`config.mk`:
```
export PLATFORM = sky130hd
export DESIGN_NAME = dl_command_parser
export DESIGN_NICKNAME = d
export VERILOG_FILES = /design/src/dlcmd_pkg.sv /design/src/dl_field_store.sv /design/src/dl_command_parser.sv
export VERILOG_INCLUDE_DIRS = /design/src
export SDC_FILE = /design/constraint.sdc
export NUM_CORES = 1
export LEC_CHECK = 0
export ABC_CLOCK_PERIOD_IN_PS = 8250
export BUFFER_PORTS_ARGS = -buffer_cell sky130_fd_sc_hd__clkbuf_2
export CORE_ASPECT_RATIO = 0.8
export CORE_UTILIZATION = 40
export DETAILED_ROUTE_END_ITERATION = 10
export PLACE_DENSITY = 0.56
export RECOVER_POWER = 100
export SYNTH_ARGS = -nofsm -noshare
export SYNTH_HDL_FRONTEND = slang
export SYNTH_HIERARCHICAL = 1
export SYNTH_SLANG_ARGS = --single-unit
```
`constraint.sdc`:
```
create_clock -name clk -period 8.25 [get_ports clk]
set_input_delay 1.65 -clock clk [delete_from_list [all_inputs] [get_ports clk]]
set_output_delay 1.65 -clock clk [all_outputs]
set_load 0.01 [all_outputs]
```
`src/dlcmd_defs.svh`:
```
/*
 fixed numbers of the download command parser: tag, codes, field widths,
 bus offsets, bus responses and the frequency step.
 assumes it is included by bare name from each file that needs it.
*/
`ifndef DLCMD_DEFS_SVH
`define DLCMD_DEFS_SVH

// message tag, 24 bits
`define DL_TAG           24'h9F9C05
// priority codes
`define PRI_NEXT_CYCLE   8'h00
`define PRI_NOW          8'h01
`define PRI_DEFERRED     8'h02
`define PRI_NOW_NOEXC    8'h03
// location method codes
`define LOC_CHANMAP      8'h00
`define LOC_EXPLICIT     8'h01
// modulation codes
`define MOD_MODEM        8'h00
`define MOD_QAM64        8'h01
`define MOD_QAM256       8'h02
// stream locate codes
`define SLM_PID          8'h00
`define SLM_PROGRAM      8'h01
// frequency step in kHz
`define FREQ_STEP_KHZ    32'd250
// register byte offsets
`define REG_CTRL         4'h0
`define REG_STATUS       4'h4
`define REG_LOC_A        4'h8
`define REG_LOC_B        4'hC
// axi responses
`define RESP_OKAY        2'b00
`define RESP_SLVERR      2'b10
// parser field positions
`define PID_MSB          12
`define RSV_MSB          15
`define RSV_LSB          13

`endif

```
`src/dlcmd_pkg.sv`:
```
/*
 types shared by the download command parser files.
 assumes dlcmd_defs.svh is on the include path.
*/
package dlcmd_pkg;
	// decoded command result
	typedef struct packed {
		logic [7:0]  priorityCode;
		logic [7:0]  locationMethod;
		logic [15:0] channelSourceRef;
		logic        reuseSourceRef;
		logic [15:0] freqSteps;
		logic [7:0]  modulation;
		logic [7:0]  streamLocateMethod;
		logic [12:0] pid;
		logic [15:0] programNumber;
	} dl_cmd_s;

	// incoming message byte stream
	typedef struct packed {
		logic       valid;
		logic       last;
		logic [7:0] data;
	} byte_in_s;
endpackage

```
`src/dl_field_store.sv`:
```
/*
 small register store holding the last accepted command; read data come
 from a register.
 assumes a single clock and an active low asynchronous reset.
*/
`timescale 1ns/10ps
`default_nettype none
`include "dlcmd_defs.svh"

module dl_field_store (
	input  wire logic             clk,
	input  wire logic             rst_n,
	input  wire logic             wrEn,
	input  wire dlcmd_pkg::dl_cmd_s wrCmd,
	input  wire logic [3:0]       rdAddr,
	output logic      [31:0]      rdData
);
	import dlcmd_pkg::*;

	dl_cmd_s    held;      // stored command
	dl_cmd_s    next_held;
	logic [31:0] next_rdData;

	// load on accept, mux read word
	always_comb begin
		next_held = wrEn ? wrCmd : held;
		case (rdAddr)
			`REG_LOC_A: next_rdData = {held.freqSteps, held.channelSourceRef};
			`REG_LOC_B: next_rdData = {held.streamLocateMethod, held.modulation,
				(held.streamLocateMethod == `SLM_PID) ? {3'b000, held.pid} : held.programNumber};
			default:    next_rdData = {held.priorityCode, held.locationMethod,
				15'h0000, held.reuseSourceRef};
		endcase
	end

	// register stage
	always_ff @(posedge clk or negedge rst_n) begin
		if (!rst_n) begin
			held   <= '0;
			rdData <= 32'h00000000;
		end else begin
			held   <= next_held;
			rdData <= next_rdData;
		end
	end
endmodule
`default_nettype wire

```
`src/dl_command_parser.sv`:
```
/*
 download command parser: takes the command message byte stream from the
 card, checks tag and codes, and publishes the location and priority.
 assumes the byte stream comes from same-clock logic, length field
 already stripped, one byte per valid cycle, last on the final byte.
*/
// The implementer's own choices: the AXI4-Lite slave port and the address map.
// Function
// card sends tag to start download
// explicit location overrides channel source ref
// decode priority code, reserved above three
// method zero: sixteen-bit channel source ref
// method one: frequency, modulation, stream
// zero source ref reuses previous one
// frequency counts quarter megahertz steps
// card zeroes frequency for method 02
// decode modulation, reserved above two
// decode stream locate, reserved above one
// PID: skip three bits, thirteen bits
// program number sixteen bits
// discard commands with reserved codes
`timescale 1ns/10ps
`default_nettype none
`include "dlcmd_defs.svh"

module dl_command_parser (
	input  wire logic                clk,
	input  wire logic                rst_n,
	input  wire dlcmd_pkg::byte_in_s msgIn,
	// axi4-lite slave
	input  wire logic [3:0]          s_axi_awaddr,
	input  wire logic                s_axi_awvalid,
	output logic                     s_axi_awready,
	input  wire logic [31:0]         s_axi_wdata,
	input  wire logic [3:0]          s_axi_wstrb,
	input  wire logic                s_axi_wvalid,
	output logic                     s_axi_wready,
	output logic [1:0]               s_axi_bresp,
	output logic                     s_axi_bvalid,
	input  wire logic                s_axi_bready,
	input  wire logic [3:0]          s_axi_araddr,
	input  wire logic                s_axi_arvalid,
	output logic                     s_axi_arready,
	output logic [31:0]              s_axi_rdata,
	output logic [1:0]               s_axi_rresp,
	output logic                     s_axi_rvalid,
	input  wire logic                s_axi_rready,
	// decoded results
	output logic                     downloadNow,
	output logic                     cmdValid,
	output logic [31:0]              freqKhz
);
	import dlcmd_pkg::*;

	typedef enum {
		S_TAG, S_PRI, S_LOC, S_SRC, S_FREQ, S_MOD, S_SLM, S_ID, S_DONE, S_DROP
	} parse_e;

	parse_e      state;        // parser position
	parse_e      next_state;
	logic [1:0]  cnt;          // byte count within field
	logic [1:0]  next_cnt;
	logic [23:0] sh;           // field shift register
	logic [23:0] next_sh;
	dl_cmd_s     cmd;          // command being built
	dl_cmd_s     next_cmd;
	logic [15:0] prevSrc;      // last nonzero source ref
	logic [15:0] next_prevSrc;
	logic        accept;       // pulse: good command complete
	logic        enable;       // control bit: parser on
	logic        next_enable;
	logic        acceptSticky; // status: a command arrived
	logic        next_acceptSticky;
	logic        dropSticky;   // status: a command discarded
	logic        next_dropSticky;
	logic        dropPulse;
	logic [7:0]  acceptCount;
	logic [7:0]  next_acceptCount;
	logic [31:0] storeRd;
	logic        next_downloadNow;
	logic        next_cmdValid;
	logic [31:0] next_freqKhz;

	// reserved-range checks, used in several branches
	function automatic logic codeOk(input logic [7:0] c, input logic [7:0] maxc);
		codeOk = (c <= maxc);
	endfunction

	// byte parser
	always_comb begin
		next_state   = state;
		next_cnt     = cnt;
		next_sh      = sh;
		next_cmd     = cmd;
		next_prevSrc = prevSrc;
		accept       = 1'b0;
		dropPulse    = 1'b0;
		if (msgIn.valid && enable) begin
			next_sh  = {sh[15:0], msgIn.data};
			next_cnt = cnt + 2'd1;
			case (state)
				S_TAG: begin
					// tag check
					if (cnt == 2'd2) begin
						next_cnt   = 2'd0;
						next_state = ({sh[15:0], msgIn.data} == `DL_TAG) ? S_PRI : S_DROP;
					end
				end
				S_PRI: begin
					// priority decode
					next_cmd.priorityCode = msgIn.data;
					next_cnt   = 2'd0;
					next_state = codeOk(msgIn.data, `PRI_NOW_NOEXC) ? S_LOC : S_DROP;
				end
				S_LOC: begin
					// location method select
					next_cmd.locationMethod = msgIn.data;
					next_cnt = 2'd0;
					if (msgIn.data == `LOC_CHANMAP)
						next_state = S_SRC;
					else if (msgIn.data == `LOC_EXPLICIT)
						next_state = S_FREQ;
					else
						next_state = S_DROP;
				end
				S_SRC: begin
					if (cnt == 2'd1) begin
						next_cnt = 2'd0;
						next_state = S_DONE;
						// zero reuses previous reference
						if ({sh[7:0], msgIn.data} == 16'h0000) begin
							next_cmd.channelSourceRef = prevSrc;
							next_cmd.reuseSourceRef   = 1'b1;
						end else begin
							next_cmd.channelSourceRef = {sh[7:0], msgIn.data};
							next_cmd.reuseSourceRef   = 1'b0;
						end
					end
				end
				S_FREQ: begin
					// quarter megahertz step count
					if (cnt == 2'd1) begin
						next_cnt = 2'd0;
						next_cmd.freqSteps = {sh[7:0], msgIn.data};
						next_state = S_MOD;
					end
				end
				S_MOD: begin
					// modulation decode
					next_cmd.modulation = msgIn.data;
					next_cnt   = 2'd0;
					next_state = codeOk(msgIn.data, `MOD_QAM256) ? S_SLM : S_DROP;
				end
				S_SLM: begin
					// stream locate decode
					next_cmd.streamLocateMethod = msgIn.data;
					next_cnt   = 2'd0;
					next_state = codeOk(msgIn.data, `SLM_PROGRAM) ? S_ID : S_DROP;
				end
				S_ID: begin
					if (cnt == 2'd1) begin
						next_cnt   = 2'd0;
						next_state = S_DONE;
						if (cmd.streamLocateMethod == `SLM_PID)
							// skip three, take pid
							next_cmd.pid = {sh[4:0], msgIn.data};
						else
							// program number
							next_cmd.programNumber = {sh[7:0], msgIn.data};
					end
				end
				S_DONE: begin
					// bytes past the defined end are ignored
					next_cnt = 2'd0;
				end
				S_DROP: begin
					next_cnt = 2'd0;
				end
				default: begin
					next_state = S_DROP;
				end
			endcase
			// end of message closes the command
			if (msgIn.last) begin
				// judge the field walk before rewinding to the tag
				if (next_state == S_DONE) begin
					accept = 1'b1;
					// remember a nonzero reference
					if (next_cmd.locationMethod == `LOC_CHANMAP)
						next_prevSrc = next_cmd.channelSourceRef;
				end else begin
					// incomplete or reserved: discard
					dropPulse = 1'b1;
				end
				next_state = S_TAG;
				next_cnt   = 2'd0;
			end
		end
	end

	// parser state registers
	always_ff @(posedge clk or negedge rst_n) begin
		if (!rst_n) begin
			state   <= S_TAG;
			cnt     <= 2'd0;
			sh      <= 24'h000000;
			cmd     <= '0;
			prevSrc <= 16'h0000;
		end else begin
			state   <= next_state;
			cnt     <= next_cnt;
			sh      <= next_sh;
			cmd     <= next_cmd;
			prevSrc <= next_prevSrc;
		end
	end

	// accepted command store
	dl_field_store u_store (
		.clk    (clk),
		.rst_n  (rst_n),
		.wrEn   (accept),
		.wrCmd  (next_cmd),
		.rdAddr (s_axi_araddr),
		.rdData (storeRd)
	);

	// axi slave: write and read handshake state
	logic       awHeld, next_awHeld;
	logic [3:0] awAddr, next_awAddr;
	logic       wHeld,  next_wHeld;
	logic [31:0] wData, next_wData;
	logic       next_bvalid;
	logic [1:0] next_bresp;
	logic       rPend, next_rPend;   // read data one cycle behind store
	logic [3:0] rAddr, next_rAddr;
	logic       next_rvalid;
	logic [1:0] next_rresp;
	logic [31:0] next_rdata;
	logic       doWrite;

	assign s_axi_awready = !awHeld && !s_axi_bvalid;
	assign s_axi_wready  = !wHeld && !s_axi_bvalid;
	assign s_axi_arready = !rPend && !s_axi_rvalid;

	// register access and status
	always_comb begin
		next_awHeld = awHeld || (s_axi_awvalid && s_axi_awready);
		next_awAddr = (s_axi_awvalid && s_axi_awready) ? s_axi_awaddr : awAddr;
		next_wHeld  = wHeld || (s_axi_wvalid && s_axi_wready);
		next_wData  = (s_axi_wvalid && s_axi_wready) ? s_axi_wdata : wData;
		doWrite     = next_awHeld && next_wHeld && !s_axi_bvalid;
		next_bvalid = s_axi_bvalid ? !s_axi_bready : doWrite;
		next_bresp  = s_axi_bresp;
		next_enable = enable;
		// sticky status: set wins over clear
		next_acceptSticky = acceptSticky;
		next_dropSticky   = dropSticky;
		if (doWrite) begin
			next_awHeld = 1'b0;
			next_wHeld  = 1'b0;
			next_bresp  = `RESP_OKAY;
			if (next_awAddr == `REG_CTRL) begin
				if (s_axi_wstrb[0])
					next_enable = next_wData[0];
			end else if (next_awAddr == `REG_STATUS) begin
				if (s_axi_wstrb[0] && next_wData[0])
					next_acceptSticky = 1'b0;
				if (s_axi_wstrb[0] && next_wData[1])
					next_dropSticky = 1'b0;
			end else if (next_awAddr != `REG_LOC_A && next_awAddr != `REG_LOC_B) begin
				next_bresp = `RESP_SLVERR;
			end
		end
		if (accept)
			next_acceptSticky = 1'b1;
		if (dropPulse)
			next_dropSticky = 1'b1;
		next_acceptCount = acceptCount + {7'd0, accept};
		// read path: address taken, data two cycles later
		next_rPend  = s_axi_arvalid && s_axi_arready;
		next_rAddr  = next_rPend ? s_axi_araddr : rAddr;
		next_rvalid = s_axi_rvalid ? !s_axi_rready : rPend;
		next_rdata  = s_axi_rdata;
		next_rresp  = s_axi_rresp;
		if (rPend) begin
			next_rresp = `RESP_OKAY;
			case (rAddr)
				`REG_CTRL:   next_rdata = {31'h00000000, enable};
				`REG_STATUS: next_rdata = {acceptCount, 22'h000000, dropSticky, acceptSticky};
				`REG_LOC_A:  next_rdata = storeRd;
				`REG_LOC_B:  next_rdata = storeRd;
				default: begin
					next_rdata = 32'h00000000;
					next_rresp = `RESP_SLVERR;
				end
			endcase
		end
		// published results
		next_cmdValid    = cmdValid || accept;
		next_downloadNow = accept ? (next_cmd.priorityCode == `PRI_NOW ||
			next_cmd.priorityCode == `PRI_NOW_NOEXC) : 1'b0;
		// explicit frequency in kHz
		next_freqKhz = accept ? 32'(next_cmd.freqSteps * `FREQ_STEP_KHZ) : freqKhz;
	end

	// bus and status registers
	always_ff @(posedge clk or negedge rst_n) begin
		if (!rst_n) begin
			awHeld <= 1'b0; awAddr <= 4'h0; wHeld <= 1'b0; wData <= 32'h00000000;
			s_axi_bvalid <= 1'b0; s_axi_bresp <= `RESP_OKAY;
			rPend <= 1'b0; rAddr <= 4'h0;
			s_axi_rvalid <= 1'b0; s_axi_rresp <= `RESP_OKAY; s_axi_rdata <= 32'h00000000;
			enable <= 1'b1; acceptSticky <= 1'b0; dropSticky <= 1'b0;
			acceptCount <= 8'h00; cmdValid <= 1'b0; downloadNow <= 1'b0;
			freqKhz <= 32'h00000000;
		end else begin
			awHeld <= next_awHeld; awAddr <= next_awAddr;
			wHeld <= next_wHeld; wData <= next_wData;
			s_axi_bvalid <= next_bvalid; s_axi_bresp <= next_bresp;
			rPend <= next_rPend; rAddr <= next_rAddr;
			s_axi_rvalid <= next_rvalid; s_axi_rresp <= next_rresp;
			s_axi_rdata <= next_rdata;
			enable <= next_enable; acceptSticky <= next_acceptSticky;
			dropSticky <= next_dropSticky; acceptCount <= next_acceptCount;
			cmdValid <= next_cmdValid; downloadNow <= next_downloadNow;
			freqKhz <= next_freqKhz;
		end
	end
endmodule
`default_nettype wire

```
==> metrics.yaml <==
crit_type: "flop to flop"
cts_root_buf: "clkbuf_16"
p_comb_frac: 0.107
end_kind: "flop"
cp.arrival_ps: 7670
synth_top_family_by_area: "multiplexers"
grt_max_degree: 113
synth_xor_area_frac: 0.0185
port-buffer-count: 91
antenna_cells: 0
hold_viol_final: 0
synth_ff_type: "dfrtp_1"
final_core_util: 0.452
power_leakage_nw: 9.66
post_cts_buffers: 0
cts-buffers-inserted: 39
fin_cells: 2213
row_count: 69
cts_tree: "done"
fmax_ghz: 0.137
area_delta_synth_final_pct: 11.5
initial_utilization: 0.405
ys_async_sr_fraction: 1.00
min_path_type: "flop to flop"
maxSlewViolCount: 336
drc: 2
tightest_slew_ps: 5320
wirelength_um: 40500
synth_adder_area_share: 0.0906
synth_area_um2: 18000
drt-wirelength-per-cell_um: 18.3
ir_worst_vdd_v: 0.000112
synth_cell_types: 76
finalCritPeriodShare: 0.884
die_w_um: 239
skew_ps: 24.3
io_pins: 136
gp_congestion: 0.848
nets: 1747
pwr_density_cell_nw_per_um2: 218
dp_hpwl_um: 26900
fin_ws_ps: 957
yosysSeqAreaShare: 0.516
h-tree-depth: 2
p_switching_mw: 1.16
slew_headroom: -2.54
synth_edf_count: 0
drtPass1Iterations: 8
ant_nets: 0
seq_power_share: 0.474
drive_gt1_frac: 0.167
critPathLaunchType: "flop"
cts.sinks: 371
dr.first_iter.drc_count: 639
synth_compound_area_frac: 0.0847
grt-ovfl-total: 0
swShare: 0.264
syn_inst: 1511
coreArea_um2: 44400
grt_pass1_vias: 11605
preCtsSetupSlack_ps: 548
placed_cell_area_um2: 19000
dieArea_um2: 45800
dp_cells: 2146
vias: 11414
power_mw: 4.38
critPathMaxFanout: 23
fin_area_um2: 20100
clock_power_share: 0.419
cp.required_ps: 8630
grtUsageTotal: 0.186
ctsHoldBuffers: 0
violations: "DRC, capacitance limit, slew limit"
ys_ff_latch: 371
whs_ps: 444
cts_buffer_depth: 3
p_int_mw: 3.22
cts-resized-gates: 0
insertion_delay_ps: 570
path_clk_slew_ps: 60
fp.dieH_um: 192
grt_pass1_wl_um: 66000
status: "complete, but fails checks"
avgSynthCellArea_um2: 11.9
synthMuxAreaShare: 0.146
maxCapViolCount: 7
vias_per_cell: 5.16
rsz0062_at_grt: "no"
synth_simple_gate_area_frac: 0.0948
antenna_found_initial: 0
min_period_ps: 7290
setup_violations: 0
final.setup.tns_ps: 0
ys_warn_count: 6
[critical path: stages, from the launching register on]
cell and delay (ps):
dfrtp_1 370, nor4_1 360, nand4_1 490, nor3_4 490, nand4_4 510, mux2i_1 300, clkbuf_1 400, inv_1 250
ha_1 340, inv_1 50, fa_1 480, fa_1 480, fa_1 490, inv_1 40, ha_1 340, a21o_1 250
a211oi_1 300, nor3b_1 310, a21oi_1 150, a21o_1 210, a21boi_0 220, xor2_1 170, o21ai_0 90
[registers in the layout (all words and copies together) (netlist names), 2 cells and up]
register        count
cnt                 2
sh                 16
wData               2
s_axi_rdata        32
cmd                94
acceptCount         8
u_store/held       94
freqKhz            23
rAddr               4
u_store/rdData     32
state              32
prevSrc            16
awAddr              4
[final timing paths]
check,from,endpoint,slack [ps],cells after the start
max in group asynchronous,rst_n,cmd[66],1510,2
hold / removal,u_store/rdData[6],s_axi_rdata[6],440,2
min in group asynchronous,rst_n,state[29],3290,1
setup / recovery,state[25],freqKhz[20],960,22
hold reg to reg,u_store/rdData[6],s_axi_rdata[6],440,2
setup reg to reg,state[25],freqKhz[20],960,22
[placed cells by master (no fill, tap or decap), drive strengths merged, types with 3 or more instances in the layout]
| master | n |
|---|---|
| a211o | 4 |
| o22ai | 12 |
| or2 | 5 |
| buf | 7 |
| o21a | 6 |
| o2bb2ai | 16 |
| conb | 11 |
| o21ai | 57 |
| a21oi | 80 |
| ha | 55 |
| nand2b | 4 |
| nor2 | 66 |
| o21bai | 3 |
| inv | 117 |
| bufinv | 4 |
| clkbuf | 156 |
| nor4b | 3 |
| a21o | 7 |
| mux2i | 50 |
| xor2 | 18 |
| nand3 | 23 |
| nor4 | 21 |
| xnor2 | 20 |
| a22oi | 9 |
| fa | 47 |
| a22o | 4 |
| nand4 | 21 |
| and3 | 6 |
| a31oi | 4 |
| nor2b | 11 |
| o211ai | 16 |
| and2 | 36 |
| dfrtp | 370 |
| mux2 | 185 |
| clkinv | 6 |
| nand2 | 109 |
| nor3 | 10 |
[Yosys cell counts, drive strengths merged (4+ instances only)]
cell type    n  area share
nand2      109       0.023
nor2b       11      0.0038
nor4        21       0.010
nand4       21      0.0085
ha          55       0.038
a21o         7      0.0029
a21oi       80       0.023
buf         49       0.016
o21ai       57       0.016
nor3        10      0.0037
nand3       23      0.0064
a31oi        4      0.0014
o211ai      16      0.0095
dfrtp      370        0.51
fa          47       0.052
and3         6      0.0021
xor2        18      0.0088
o21a         6      0.0025
a22o         4      0.0019
nor2        66       0.014
o2bb2ai     16      0.0078
and2        36       0.013
mux2       185        0.12
a211o        4      0.0019
xnor2       20      0.0097
inv        116       0.024
a22oi        9      0.0038
mux2i       50       0.031
o22ai       12      0.0042
nand2b       4      0.0014
clkbuf      38      0.0079
or2          5      0.0017
[power groups by stage]
| stage | Sequential (mW) | Combinational [mW] | Clock, mW |
|---|---|---|---|
| CTS | 2.07 | 0.487 | 1.89 |
| detailed placement | 2.11 | 0.485 | 0 |
| global placement | 2.10 | 0.475 | 0 |
| finish | 2.07 | 0.469 | 1.83 |
| floorplan | 2.03 | 0.357 | 0 |
| global route | 2.09 | 0.525 | 1.95 |
[routing by layer]
metal,GRT usage,vias up,share of wire
li1,-,5331,-
met2,0.269,212,0.42
met1,0.281,5816,0.51
met4,0.0572,0,0.020
met5,0,-,0
met3,0.0341,55,0.046
[layout make-up]
| class | instances | area, um2 |
|---|---|---|
| Timing Repair Buffer | 109 | 479 |
| Clock inverter | 12 | 178 |
| Sequential cell | 371 | 9290 |
| Clock buffer | 55 | 1160 |
| Fill cell | 4227 | 24300 |
| Multi-Input combinational cell | 947 | 7760 |
| Inverter | 116 | 435 |
| Tap cell | 603 | 754 |
[cells by family (layout without fill, tap and decap cells)]
family	after synthesis	count (layout)
buffers and inverters	203	292
AND/OR/NAND/NOR	325	325
other	1	11
adder cells (fa/ha/maj)	102	102
XOR/XNOR	38	38
AO/OA/AOI/OAI	236	236
flip-flops	371	371
multiplexers	235	235
Note: power is estimated with default switching activity, not from simulation.
